File: src/lpc_params.svh
`ifndef LPC_PARAMS_SVH
`define LPC_PARAMS_SVH

// input debounce: 10 us at 100 ns per cycle; raise it for switches with long contact bounce
`define LPC_CLK_PERIOD_NS 100
`define LPC_DEBOUNCE_US 10
`define LPC_DEBOUNCE_CYC ((`LPC_DEBOUNCE_US * 1000) / `LPC_CLK_PERIOD_NS)
// host settle time after software alive, 10 s
`define LPC_ALIVE_WAIT_S 10
// divide first: seconds times ns would overflow 32-bit integer arithmetic
`define LPC_ALIVE_WAIT_CYC (`LPC_ALIVE_WAIT_S * (1000000000 / `LPC_CLK_PERIOD_NS))
`define LPC_CNT_W 32
`define LPC_NUM_IN 8

// input vector bit positions
`define LPC_IN_START 0
`define LPC_IN_STOP 1
`define LPC_IN_PAUSE 2
`define LPC_IN_HOME 3
`define LPC_IN_PWR_ON 4
`define LPC_IN_SHUTDOWN 5
`define LPC_IN_CLEAR 6
`define LPC_IN_DRAG 7

// register offsets
`define LPC_REG_STATUS 4'h0
`define LPC_REG_IRQ_STAT 4'h4
`define LPC_REG_IRQ_MASK 4'h8
`define LPC_REG_EVENTS 4'hC

// status and interrupt bit positions
`define LPC_ST_POWERED 0
`define LPC_ST_ALIVE 1
`define LPC_ST_RUN 2
`define LPC_ST_STOP 3
`define LPC_ST_PAUSE 4
`define LPC_ST_HOME 5
`define LPC_ST_DRAG 6
`define LPC_ST_WARN 7
`define LPC_ST_LINK 8
`define LPC_ST_READY 9
`define LPC_IRQ_W 6
`define LPC_IRQ_START 0
`define LPC_IRQ_STOP 1
`define LPC_IRQ_PAUSE 2
`define LPC_IRQ_HOME 3
`define LPC_IRQ_COLL 4
`define LPC_IRQ_PWR 5
`define LPC_EV_COLL 0
`define LPC_EV_ARRIVE 1
`define LPC_EV_ALIVE 2

`endif

File: src/lpc_pkg.sv
package lpc_pkg;
    typedef enum logic [2:0] {
        LPC_OFF,
        LPC_STOPPED,
        LPC_HOMING,
        LPC_RUNNING,
        LPC_PAUSED,
        LPC_COLLIDED
    } lpc_state_t;
endpackage : lpc_pkg

File: src/lpc_linkage_ctrl.sv
// Function
// - program inputs and outputs only in linkage
// - remote power-on works in any mode
// - remote shutdown works in any mode
// - stopped output after power-on
// - alive output; host waits ten seconds
// - home held until arrival sets at-home
// - start: running on, stopped and home off
// - pause toggles between running and paused
// - collision pauses; clear then pause resumes
// - clear input drops pending warning
// - stop: running off, stopped on
// - drag teach follows its enable input while powered
//
// Design decisions made here: the register offsets and the address-and-strobe port.
`timescale 1ns/100ps
`default_nettype none
`include "lpc_params.svh"

module lpc_linkage_ctrl
    import lpc_pkg::*;
(
    input wire logic i_core_clk,
    input wire logic i_rst_n,
    input wire logic i_ce,
    input wire logic i_linkage_mode,
    input wire logic i_prog_start_in,
    input wire logic i_prog_stop_in,
    input wire logic i_prog_pause_in,
    input wire logic i_go_home_in,
    input wire logic i_remote_power_on_in,
    input wire logic i_remote_shutdown_in,
    input wire logic i_warn_clear_in,
    input wire logic i_drag_teach_en_in,
    input wire logic i_sw_ready,
    input wire logic i_collision,
    input wire logic i_home_reached,
    input wire logic [3:0] i_addr,
    input wire logic [31:0] i_wdata,
    input wire logic i_wr,
    input wire logic i_rd,
    output logic [31:0] o_rdata,
    output logic o_irq,
    output logic o_power_en,
    output logic o_motion_en,
    output logic o_homing,
    output logic o_drag_mode,
    output logic o_warn_pending,
    output logic o_host_ready,
    output logic o_prog_running_out,
    output logic o_prog_stopped_out,
    output logic o_prog_paused_out,
    output logic o_at_home_out,
    output logic o_sw_alive_out
);

    localparam int NIN = `LPC_NUM_IN;
    localparam logic [`LPC_CNT_W-1:0] DB_CYC = `LPC_CNT_W'(`LPC_DEBOUNCE_CYC);

    logic [NIN-1:0] raw_in;
    logic [NIN-1:0] sync1_r;
    logic [NIN-1:0] sync2_r;
    logic [NIN-1:0] filt_r;
    logic [NIN-1:0] filt_nxt;
    logic [NIN-1:0] prev_r;
    logic [NIN-1:0] rise;
    logic [NIN-1:0] chg;

    assign raw_in = {i_drag_teach_en_in, i_warn_clear_in, i_remote_shutdown_in, i_remote_power_on_in,
                     i_go_home_in, i_prog_pause_in, i_prog_stop_in, i_prog_start_in};

    always_ff @(posedge i_core_clk)
    begin
        if (!i_rst_n)
        begin
            sync1_r <= '0;
            sync2_r <= '0;
        end
        else if (i_ce)
        begin
            sync1_r <= raw_in;
            sync2_r <= sync1_r;
        end
    end

    // one debounce counter per input; a level must hold steady before it is accepted
    genvar gi;
    generate
        for (gi = 0; gi < NIN; gi++)
        begin : g_db
            logic [`LPC_CNT_W-1:0] cnt_r;
            logic [`LPC_CNT_W-1:0] cnt_nxt;
            always_comb
            begin
                cnt_nxt = '0;
                filt_nxt[gi] = filt_r[gi];
                if (sync2_r[gi] != filt_r[gi])
                begin
                    cnt_nxt = cnt_r + `LPC_CNT_W'(1);
                    if (cnt_nxt >= DB_CYC)
                    begin
                        filt_nxt[gi] = sync2_r[gi];
                        cnt_nxt = '0;
                    end
                end
            end
            always_ff @(posedge i_core_clk)
            begin
                if (!i_rst_n)
                    cnt_r <= '0;
                else if (i_ce)
                    cnt_r <= cnt_nxt;
            end
        end
    endgenerate

    always_ff @(posedge i_core_clk)
    begin
        if (!i_rst_n)
        begin
            filt_r <= '0;
            prev_r <= '0;
        end
        else if (i_ce)
        begin
            filt_r <= filt_nxt;
            prev_r <= filt_r;
        end
    end

    assign rise = filt_r & ~prev_r & {NIN{i_ce}};
    // latching switches toggle each press, so any level change is one press
    assign chg = (filt_r ^ prev_r) & {NIN{i_ce}};

    logic ev_start;
    logic ev_stop;
    logic ev_pause;
    logic ev_pwr_on;
    logic ev_shut;
    logic ev_clear;
    assign ev_start = rise[`LPC_IN_START];
    assign ev_stop = rise[`LPC_IN_STOP];
    assign ev_pause = chg[`LPC_IN_PAUSE];
    assign ev_pwr_on = rise[`LPC_IN_PWR_ON];
    assign ev_shut = rise[`LPC_IN_SHUTDOWN];
    assign ev_clear = rise[`LPC_IN_CLEAR];

    logic home_hold;
    assign home_hold = filt_r[`LPC_IN_HOME];

    // program state
    lpc_state_t st_r;
    lpc_state_t st_nxt;
    logic at_home_r;
    logic at_home_nxt;
    logic warn_r;
    logic warn_nxt;
    logic alive_r;
    logic alive_nxt;
    logic [`LPC_CNT_W-1:0] wait_r;
    logic [`LPC_CNT_W-1:0] wait_nxt;
    logic link;
    logic collide_ev;
    logic arrive_ev;

    assign link = i_linkage_mode;

    always_comb
    begin
        st_nxt = st_r;
        at_home_nxt = at_home_r;
        warn_nxt = warn_r;
        alive_nxt = alive_r;
        wait_nxt = wait_r;
        collide_ev = 1'b0;
        arrive_ev = 1'b0;
        if (ev_clear)
            warn_nxt = 1'b0;
        if (i_ce && st_r != LPC_OFF && i_sw_ready && !alive_r)
            alive_nxt = 1'b1;
        if (i_ce && alive_r && wait_r != '0)
            wait_nxt = wait_r - `LPC_CNT_W'(1);
        case (st_r)
            LPC_OFF:
            begin
                if (ev_pwr_on)
                begin
                    st_nxt = LPC_STOPPED;
                    wait_nxt = `LPC_CNT_W'(`LPC_ALIVE_WAIT_CYC);
                end
            end
            LPC_STOPPED:
            begin
                if (link && ev_start)
                begin
                    st_nxt = LPC_RUNNING;
                    at_home_nxt = 1'b0;
                end
                else if (link && home_hold && !at_home_r)
                    st_nxt = LPC_HOMING;
            end
            LPC_HOMING:
            begin
                if (i_ce && i_home_reached)
                begin
                    st_nxt = LPC_STOPPED;
                    at_home_nxt = 1'b1;
                    arrive_ev = 1'b1;
                end
                else if (!home_hold || !link || ev_stop)
                    st_nxt = LPC_STOPPED;
            end
            LPC_RUNNING:
            begin
                if (link && ev_stop)
                    st_nxt = LPC_STOPPED;
                else if (i_ce && i_collision)
                begin
                    st_nxt = LPC_COLLIDED;
                    warn_nxt = 1'b1;
                    collide_ev = 1'b1;
                end
                else if (link && ev_pause)
                    st_nxt = LPC_PAUSED;
            end
            LPC_PAUSED:
            begin
                if (link && ev_stop)
                    st_nxt = LPC_STOPPED;
                else if (link && ev_pause)
                    st_nxt = LPC_RUNNING;
            end
            LPC_COLLIDED:
            begin
                // resume needs the warning cleared first, then a pause press
                if (link && ev_stop)
                    st_nxt = LPC_STOPPED;
                else if (link && ev_pause && !warn_r)
                    st_nxt = LPC_RUNNING;
            end
            default:
                st_nxt = LPC_OFF;
        endcase
        if (ev_shut)
        begin
            st_nxt = LPC_OFF;
            at_home_nxt = 1'b0;
            alive_nxt = 1'b0;
            wait_nxt = '0;
        end
    end

    always_ff @(posedge i_core_clk)
    begin
        if (!i_rst_n)
        begin
            st_r <= LPC_OFF;
            at_home_r <= 1'b0;
            warn_r <= 1'b0;
            alive_r <= 1'b0;
            wait_r <= '0;
        end
        else
        begin
            st_r <= st_nxt;
            at_home_r <= at_home_nxt;
            warn_r <= warn_nxt;
            alive_r <= alive_nxt;
            wait_r <= wait_nxt;
        end
    end

    // registered outputs
    logic run_o_r;
    logic stop_o_r;
    logic pause_o_r;
    logic home_o_r;
    logic drag_r;
    always_ff @(posedge i_core_clk)
    begin
        if (!i_rst_n)
        begin
            run_o_r <= 1'b0;
            stop_o_r <= 1'b0;
            pause_o_r <= 1'b0;
            home_o_r <= 1'b0;
            drag_r <= 1'b0;
        end
        else if (i_ce)
        begin
            run_o_r <= link && st_r == LPC_RUNNING;
            stop_o_r <= link && (st_r == LPC_STOPPED || st_r == LPC_HOMING);
            pause_o_r <= link && (st_r == LPC_PAUSED || st_r == LPC_COLLIDED);
            home_o_r <= link && at_home_r;
            drag_r <= st_r != LPC_OFF && filt_r[`LPC_IN_DRAG];
        end
    end

    assign o_prog_running_out = run_o_r;
    assign o_prog_stopped_out = stop_o_r;
    assign o_prog_paused_out = pause_o_r;
    assign o_at_home_out = home_o_r;
    assign o_sw_alive_out = alive_r;
    assign o_power_en = st_r != LPC_OFF;
    assign o_motion_en = st_r == LPC_RUNNING || st_r == LPC_HOMING;
    assign o_homing = st_r == LPC_HOMING;
    assign o_drag_mode = drag_r;
    assign o_warn_pending = warn_r;
    assign o_host_ready = alive_r && wait_r == '0;

    // interrupts and register port
    logic [`LPC_IRQ_W-1:0] ev_vec;
    logic [`LPC_IRQ_W-1:0] irq_st_r;
    logic [`LPC_IRQ_W-1:0] irq_st_nxt;
    logic [`LPC_IRQ_W-1:0] irq_mask_r;
    logic [`LPC_IRQ_W-1:0] irq_mask_nxt;
    logic [2:0] evc_r;
    logic [31:0] rdata_nxt;
    logic [31:0] rdata_r;
    logic [9:0] stat_vec;

    always_comb
    begin
        ev_vec = '0;
        ev_vec[`LPC_IRQ_START] = st_r != LPC_RUNNING && st_nxt == LPC_RUNNING;
        ev_vec[`LPC_IRQ_STOP] = st_r != LPC_STOPPED && st_nxt == LPC_STOPPED;
        ev_vec[`LPC_IRQ_PAUSE] = st_r == LPC_RUNNING && st_nxt == LPC_PAUSED;
        ev_vec[`LPC_IRQ_HOME] = arrive_ev;
        ev_vec[`LPC_IRQ_COLL] = collide_ev;
        ev_vec[`LPC_IRQ_PWR] = st_r == LPC_OFF && st_nxt != LPC_OFF;
        stat_vec = '0;
        stat_vec[`LPC_ST_POWERED] = st_r != LPC_OFF;
        stat_vec[`LPC_ST_ALIVE] = alive_r;
        stat_vec[`LPC_ST_RUN] = run_o_r;
        stat_vec[`LPC_ST_STOP] = stop_o_r;
        stat_vec[`LPC_ST_PAUSE] = pause_o_r;
        stat_vec[`LPC_ST_HOME] = home_o_r;
        stat_vec[`LPC_ST_DRAG] = drag_r;
        stat_vec[`LPC_ST_WARN] = warn_r;
        stat_vec[`LPC_ST_LINK] = link;
        stat_vec[`LPC_ST_READY] = o_host_ready;
        irq_mask_nxt = irq_mask_r;
        if (i_wr && i_addr == `LPC_REG_IRQ_MASK)
            irq_mask_nxt = i_wdata[`LPC_IRQ_W-1:0];
        irq_st_nxt = irq_st_r;
        // read clears, but a new event in the same cycle is kept
        if (i_rd && i_addr == `LPC_REG_IRQ_STAT)
            irq_st_nxt = '0;
        irq_st_nxt = irq_st_nxt | ev_vec;
        rdata_nxt = '0;
        if (i_rd)
        begin
            case (i_addr)
                `LPC_REG_STATUS: rdata_nxt = {22'h0, stat_vec};
                `LPC_REG_IRQ_STAT: rdata_nxt = {26'h0, irq_st_r};
                `LPC_REG_IRQ_MASK: rdata_nxt = {26'h0, irq_mask_r};
                `LPC_REG_EVENTS: rdata_nxt = {29'h0, evc_r};
                default: rdata_nxt = '0;
            endcase
        end
    end

    // event register: written collision, arrival and alive bits read back for one cycle only and drive no logic
    logic [2:0] evc_nxt;
    always_comb
    begin
        evc_nxt = '0;
        if (i_wr && i_addr == `LPC_REG_EVENTS)
            evc_nxt = i_wdata[2:0];
    end

    always_ff @(posedge i_core_clk)
    begin
        if (!i_rst_n)
        begin
            irq_st_r <= '0;
            irq_mask_r <= '0;
            rdata_r <= '0;
            evc_r <= '0;
        end
        else
        begin
            irq_st_r <= irq_st_nxt;
            irq_mask_r <= irq_mask_nxt;
            rdata_r <= rdata_nxt;
            evc_r <= evc_nxt;
        end
    end

    assign o_rdata = rdata_r;
    assign o_irq = |(irq_st_r & irq_mask_r);

    chk_stop_drops_run: assert property (@(posedge i_core_clk) disable iff (!i_rst_n)
        (i_ce && st_r == LPC_RUNNING && link && ev_stop && !ev_shut) |=> st_r == LPC_STOPPED)
        else $error("stop press did not stop program");
    chk_pause_toggle: assert property (@(posedge i_core_clk) disable iff (!i_rst_n)
        (st_r == LPC_PAUSED && link && ev_pause && !ev_stop && !ev_shut) |=> st_r == LPC_RUNNING)
        else $error("second pause did not resume");
    chk_outs_need_link: assert property (@(posedge i_core_clk) disable iff (!i_rst_n)
        (i_ce && !link) |=> !run_o_r && !stop_o_r && !pause_o_r && !home_o_r)
        else $error("status output outside linkage");
    chk_power_any_mode: assert property (@(posedge i_core_clk) disable iff (!i_rst_n)
        (st_r == LPC_OFF && ev_pwr_on && !ev_shut) |=> o_power_en)
        else $error("power on ignored");
    chk_shutdown_any: assert property (@(posedge i_core_clk) disable iff (!i_rst_n)
        ev_shut |=> !o_power_en && !o_sw_alive_out)
        else $error("shutdown ignored");
    chk_stopped_after_pwr: assert property (@(posedge i_core_clk) disable iff (!i_rst_n)
        (st_r == LPC_OFF && ev_pwr_on && !ev_shut && link) ##1 (i_ce && link && !ev_shut) |=> stop_o_r)
        else $error("stopped output missing after power on");
    chk_start_clears: assert property (@(posedge i_core_clk) disable iff (!i_rst_n)
        (st_r == LPC_STOPPED && link && ev_start && !ev_shut) |=> st_r == LPC_RUNNING && !at_home_r)
        else $error("start did not run");
    chk_coll_needs_clear: assert property (@(posedge i_core_clk) disable iff (!i_rst_n)
        (st_r == LPC_COLLIDED && warn_r && !ev_shut && !ev_stop) |=> st_r == LPC_COLLIDED)
        else $error("resumed before warning clear");
    chk_clear_warn: assert property (@(posedge i_core_clk) disable iff (!i_rst_n)
        (ev_clear && !collide_ev) |=> !warn_r)
        else $error("warning not cleared");
    chk_arrive_home: assert property (@(posedge i_core_clk) disable iff (!i_rst_n)
        (st_r == LPC_HOMING && i_ce && i_home_reached && !ev_shut) |=> at_home_r)
        else $error("arrival not flagged");
    chk_drag_follow: assert property (@(posedge i_core_clk) disable iff (!i_rst_n)
        (i_ce && st_r != LPC_OFF && filt_r[`LPC_IN_DRAG]) |=> drag_r)
        else $error("drag mode not entered");

endmodule : lpc_linkage_ctrl

`default_nettype wire

File: config.mk
export PLATFORM = sky130hd
export DESIGN_NAME = lpc_linkage_ctrl
export DESIGN_NICKNAME = d
export VERILOG_FILES = /design/src/lpc_pkg.sv /design/src/lpc_linkage_ctrl.sv
export VERILOG_INCLUDE_DIRS = /design/src
export SDC_FILE = /design/constraint.sdc
export NUM_CORES = 1
export LEC_CHECK = 0
export BUFFER_PORTS_ARGS = -buffer_cell sky130_fd_sc_hd__buf_2
export CORE_MARGIN = 2
export CORE_UTILIZATION = 30
export DETAILED_ROUTE_END_ITERATION = 8
export PLACE_DENSITY_LB_ADDON = 0.08
export RECOVER_POWER = 50
export SLEW_MARGIN = 5
export SYNTH_ARGS = -nofsm -noshare
export SYNTH_HDL_FRONTEND = slang
export SYNTH_SLANG_ARGS = --single-unit
File: constraint.sdc
create_clock -name i_core_clk -period 2.83 [get_ports i_core_clk]
set_clock_uncertainty 0.05 [all_clocks]
set_input_delay 0.1415 -clock i_core_clk [delete_from_list [all_inputs] [get_ports i_core_clk]]
set_output_delay 0.1415 -clock i_core_clk [all_outputs]
set_load 0.05 [all_outputs]
# Word level (Yosys, flattened, before mapping)
# Cells that the tools add are included.
[classes]
n_mux = 47
magnitude_cmp = 8
reduce_logical = 56
bitwise_logic = 8
eq_ne = 23
addsub = 9
[op_table]
columns = ["op", "n"]
rows = [
  ["$mux W32", 19],
  ["$add A32 B1 Y32 const B", 8],
  ["$ge A32 B7 Y1 const B", 8],
  ["$pmux W10 S4", 1],
  ["$mux W3", 13],
  ["$logic_not A32 Y1", 1],
  ["$reduce_bool A32 Y1", 1],
  ["$sub A32 B1 Y32 const B", 1],
  ["$reduce_and A3 Y1", 9],
  ["$logic_and A1 B1 Y1", 26],
  ["$pmux W3 S6", 1],
  ["$and A7 B7 Y7", 2],
  ["$mux W1", 11],
  ["$eq A3 B2 Y1 const B", 3],
  ["$eq A3 B3 Y1 const B", 3],
  ["$eq A4 B4 Y1 const B", 2],
  ["$ne A1 B1 Y1", 8],
  ["$not A7 Y7", 1],
  ["$and A6 B6 Y6", 1],
  ["$eq A3 B1 Y1 const B", 2],
  ["$mux W6", 1],
  ["$or A6 B6 Y6", 1],
  ["$reduce_bool A3 Y1", 2],
  ["$reduce_or A6 Y1", 1],
  ["16 further kinds", 25],
]
[totals]
out_inout_bits = 44
inputBits = 53
regBits = 377

# Logic depth before layout (Yosys ltp)
[logic_depth]
ltp_word = 11
ltp_mapped = 11
depth_no_buf = 9

# Worst setup path before layout
# OpenSTA, ideal clock, no wires.
[synth_timing]
path_kind = "reg2reg"
from = "reg st_r[1]"
to = "reg irq_st_r[2]"
setup_slack_ps = -209
setup_ps = 118
path_buffers = 0
stages_incl_launch_ff = 8
period_less_slack_ps = 3039
arrival_time_ps = 2871
path_cell_list = "dfxtp_1 -> nor2b_1 -> nor2b_1 -> nand4_1 -> a31oi_1 -> nor2_1 -> a32oi_1 -> nor2b_1"
[synth_via]
elab_cells_between_ends = 23
classes_between = "eq/ne: 6; mux: 14; bitwise: 1; reduce/logical: 2"
[synth_lines]
columns = ["element", "line", "source"]
rows = [
  ["start: declaration", "lpc_linkage_ctrl.sv:152", "lpc_state_t st_r;"],
  ["start signal: assignment", "lpc_linkage_ctrl.sv:265", "st_r <= st_nxt;"],
  ["$eq A3 B2 Y1", "n/a", ""],
  ["net o_homing", "lpc_linkage_ctrl.sv:46", "output logic o_homing,"],
  ["$pmux W3 S6", "lpc_linkage_ctrl.sv:183", "case (st_r)"],
  ["$mux W3", "lpc_linkage_ctrl.sv:244", "if (ev_shut)"],
  ["$eq A3 B3 Y1", "lpc_linkage_ctrl.sv:327", "ev_vec[`LPC_IRQ_PAUSE] = st_r == LPC_RUNNING && st_nxt == LPC_PAUSED;"],
  ["$logic_and A1 B1 Y1", "lpc_linkage_ctrl.sv:327", ""],
  ["$or A6 B6 Y6", "lpc_linkage_ctrl.sv:349", "irq_st_nxt = irq_st_nxt | ev_vec;"],
  ["end signal: assignment", "lpc_linkage_ctrl.sv:383", "irq_st_r <= irq_st_nxt;"],
  ["end: declaration", "lpc_linkage_ctrl.sv:313", "logic [`LPC_IRQ_W-1:0] irq_st_r;"],
]
# The timed path passes the listed nets, and every way through them passes these cells.
# A chain may end at the register's enable or synchronous reset.

# Worst setup path after layout
[layout_timing]
from = "reg g_db[0].cnt_r[11]"
to = "reg g_db[0].cnt_r[4]"
[layout_via]
elab_chain_len = 4
[layout_rtl]
columns = ["element", "line", "source"]
rows = [
  ["start: declaration", "lpc_linkage_ctrl.sv:91", "logic [`LPC_CNT_W-1:0] cnt_r;"],
  ["start signal: assignment", "lpc_linkage_ctrl.sv:112", "cnt_r <= cnt_nxt;"],
  ["$add A32 B1 Y32", "lpc_linkage_ctrl.sv:99", "cnt_nxt = cnt_r + `LPC_CNT_W'(1);"],
  ["$ge A32 B7 Y1", "lpc_linkage_ctrl.sv:100", "if (cnt_nxt >= DB_CYC)"],
  ["$mux W32", "lpc_linkage_ctrl.sv:100", ""],
  ["$mux W32", "lpc_linkage_ctrl.sv:97", "if (sync2_r[gi] != filt_r[gi])"],
]
# Every way passes these cells.

==> impl_metrics.py <==
metrics = {
    "status": {
        "outcome": "finished with violations",
        "violations": "negative setup slack",
    },
    "power_and_ir_drop": {
        "switching_power_mw": 2.41,
        "swShare_pct": 21.9,
        "p_int_mw": 8.59,
        "pwr-share-clk_pct": 51.7,
        "combPwrFrac_pct": 2.8,
        "vdd_drop_max_mv": 0.497,
        "fin_total_pwr_mw": 11.0,
        "p_leak_nw": 8.38,
        "seqPwrFrac_pct": 45.5,
        "powerDensity_nw_per_um2": 490,
    },
    "setup_path": {
        "slowest_delay_ps": 540,
        "crit_chain": "nand3_2 > or4_4 > or4_4 > a2111oi_4 > nand4_2 > nor4_4 > buf_6 > a21oi_2 > o21ai_1",
        "rr_worst_depth": 9,
        "critPathMaxFanout": 5,
        "arrival_ps": 3370,
        "path_buf_inv": 1,
        "cp-start-kind": "flip-flop",
        "cp.required_ps": 3260,
        "rrSetupSlack_ps": -110,
        "r2r_start": "g_db[0].cnt_r[11]$_SDFFE_PN0P_",
        "rr_endpoint": "g_db[0].cnt_r[4]$_SDFFE_PN0P_",
        "cp_common_cell": "or4_4",
        "critPathCaptureType": "flip-flop",
        "cpLargestDelayFamily": "simple AND/OR/NAND/NOR gates",
        "slowest_stage": "or4_4",
        "critical_path_class": "reg2reg",
    },
    "final_layout": {
        "mostFrequentLayoutCell": "dfxtp_1",
        "regArea_um2": 7160,
        "stdcell_count": 3132,
        "nFillCells": 5976,
        "mostFrequentLayoutCells": "305 x dfxtp_1, 212 x and2_1, 198 x buf_4, 161 x nand2_1, 128 x nor2_1",
        "multiInputGateArea_um2": 10600,
        "post-route-util_pct": 38.1,
        "syn_to_final_growth_pct": 26.1,
        "antenna_cells": 0,
        "nNetsFinal": 2389,
        "drive_above_1_share_pct": 20.9,
        "fin_area_um2": 22400,
    },
    "global_routing": {
        "grt_pass1_wl_um": 75500,
        "gr-total-overflow": 0,
        "grt_pass1_vias": 14758,
        "antenna_found_initial": 1,
        "track_usage_pct": 14.8,
        "grt_max_degree": 111,
    },
    "detailed_routing": {
        "drc": 0,
        "wl_per_cell_um": 14.6,
        "first_pass_iters": 5,
        "drtAntennaViolNets": 0,
        "vias": 15448,
        "drt_iter0_markers": 648,
        "vias_per_cell": 4.93,
        "wl_um": 45800,
    },
    "place": {
        "placed_cells_incl_taps": 3010,
        "pre_cts_slack_ps": -156,
        "place.gp.congestion": 0.796,
        "port_buffers": 48,
        "hpwl_um": 31700,
        "dpl_cell_area_um2": 20000,
    },
    "timing": {
        "tns_ps": -391,
        "fmax_mhz": 340,
        "post-route-min-period_ps": 2940,
        "setup_viol": 9,
        "hold_viol_final": 0,
        "relSlewSlack_pct": 44.4,
        "holdWs_ps": 52.2,
        "slew_violations": 0,
        "postLayoutSetupSlackWorst_ps": -108,
        "tightest_slew_ps": 835,
        "finalCritPeriodShare_pct": 104,
        "rsz0062_at_grt": "yes",
    },
    "cts": {
        "cts_buffer_depth": 3,
        "clock-sinks": 354,
        "cts_tree": "yes",
        "htree_levels": 2,
        "numCtsBuffers": 43,
        "cts_root_buf": "clkbuf_16",
        "insertion_delay_ps": 570,
        "clkSlewWorstSetupHoldPaths_ps": 60,
    },
    "hold_path": {
        "whs_path_depth": 3,
        "worstHoldStart": "i_rst_n",
        "min_to": "irq_st_r[3]$_SDFF_PN0_",
        "min_path_type": "in2reg",
    },
    "die": {
        "dieWidth_um": 247,
        "fp.dieH_um": 247,
        "rows": 89,
        "fp.coreArea_um2": 58800,
        "design.die.area_um2": 61200,
        "ioPinCount": 97,
        "initial_utilization_pct": 30.2,
    },
    "logic_synthesis": {
        "yosys_register_bits": 354,
        "ys_types": 89,
        "synth-edff-count": 0,
        "syn_area_um2": 17800,
        "async_reset_ff_share_pct": 0,
        "synth-warning-count": 0,
        "syn_inst": 2091,
        "avgSynthCellArea_um2": 8.50,
        "synthFlopType": "dfxtp_1",
        "ys_seq_area_share_pct": 39.9,
    },
    "job": {
        "drv_cap": 0,
    },
}
==> sequential cells by signal (all words and copies together), names as in the netlist, 3 cells and up <==
name	flops
g_db.cnt_r	256
wait_r	32
o_rdata	10
filt_r	8
sync1_r	8
sync2_r	8
irq_mask_r	6
irq_st_r	6
prev_r	6
evc_r	3
st_r	3
==> final cells by class <==
type,count,share of cell area [%]
inverters,43,0.720
well taps,773,4.31
clock inverters,14,0.837
clock buffers,64,5.74
multi-input cells,1602,47.2
flip-flops and latches,354,31.9
repair buffers,282,9.25
==> power groups by stage <==
stage               Clock [mW]  Combinational (mW)  Sequential (mW)
CTS                       5.93               0.312             5.01
floorplan                    0               0.217             5.12
detailed placement           0               0.283             5.12
global route              6.12               0.333             5.00
global placement             0               0.280             5.12
finish                    5.68               0.304             5.01
==> timing repair <==
item                       4_1_cts  5_1_grt
setup buffers                    9        5
hold buffers                    27        0
setup endpoints to repair       23       66
hold endpoints to repair        29        0
pin swaps                       10       24
gates resized for setup         49      112
gates cloned                     2        1
==> worst max-delay path by stage <==
stage	cells past startpoint	slack, ps	endpoint	start
floorplan	9	10	g_db[1].cnt_r[2]$_SDFFE_PN0P_	g_db[1].cnt_r[0]$_SDFFE_PN0P_
global placement	9	-140	g_db[1].cnt_r[2]$_SDFFE_PN0P_	g_db[1].cnt_r[6]$_SDFFE_PN0P_
detailed placement	11	-160	g_db[7].cnt_r[2]$_SDFFE_PN0P_	g_db[7].cnt_r[0]$_SDFFE_PN0P_
CTS	6	-70	o_host_ready	wait_r[4]$_SDFF_PP0_
global route	9	-270	g_db[0].cnt_r[4]$_SDFFE_PN0P_	g_db[0].cnt_r[0]$_SDFFE_PN0P_
finish	9	-110	g_db[0].cnt_r[4]$_SDFFE_PN0P_	g_db[0].cnt_r[11]$_SDFFE_PN0P_
==> cell usage after synthesis, types with 42 or more instances <==
cell,count,area (µm²)
dfxtp_1,354,7090
and2_1,218,1360
nand2_1,164,616
nor2_1,130,488
nand3_1,119,596
nor3_1,90,450
clkbuf_1,77,289
xnor2_1,76,666
o21ai_0,63,315
nand4_1,61,382
a21oi_1,59,295
nor4_1,57,357
mux2i_1,51,510
inv_1,43,161
nor2b_1,42,263
==> layer usage <==
layer	GRT usage, %	up-vias	part of all wire (%)
li1	-	7993	-
met1	19.8	7251	49
met2	24.6	146	46
met3	2.44	56	3.1
met4	4.02	2	1.8
met5	0	-	0.028
==> logic make-up (layout without fill, tap and decap cells) <==
| kind of cell | count (synthesis) | count (layout) | synth area share (%) |
|---|---|---|---|
| buf+inv | 157 | 403 | 4.05 |
| flops | 354 | 354 | 39.9 |
| other cells | 1 | 22 | 0.0211 |
| mux | 58 | 58 | 3.50 |
| fa+ha+maj | 10 | 10 | 0.704 |
| compound gates | 332 | 332 | 12.9 |
| xor+xnor | 114 | 114 | 5.61 |
| simple gates | 1065 | 1066 | 33.3 |
==> tightest hold or removal path, stage by stage <==
cell	delay, ps
buf_2	110
buf_4	210
a21boi_0	150
Power figures use the tool's default switching activity.
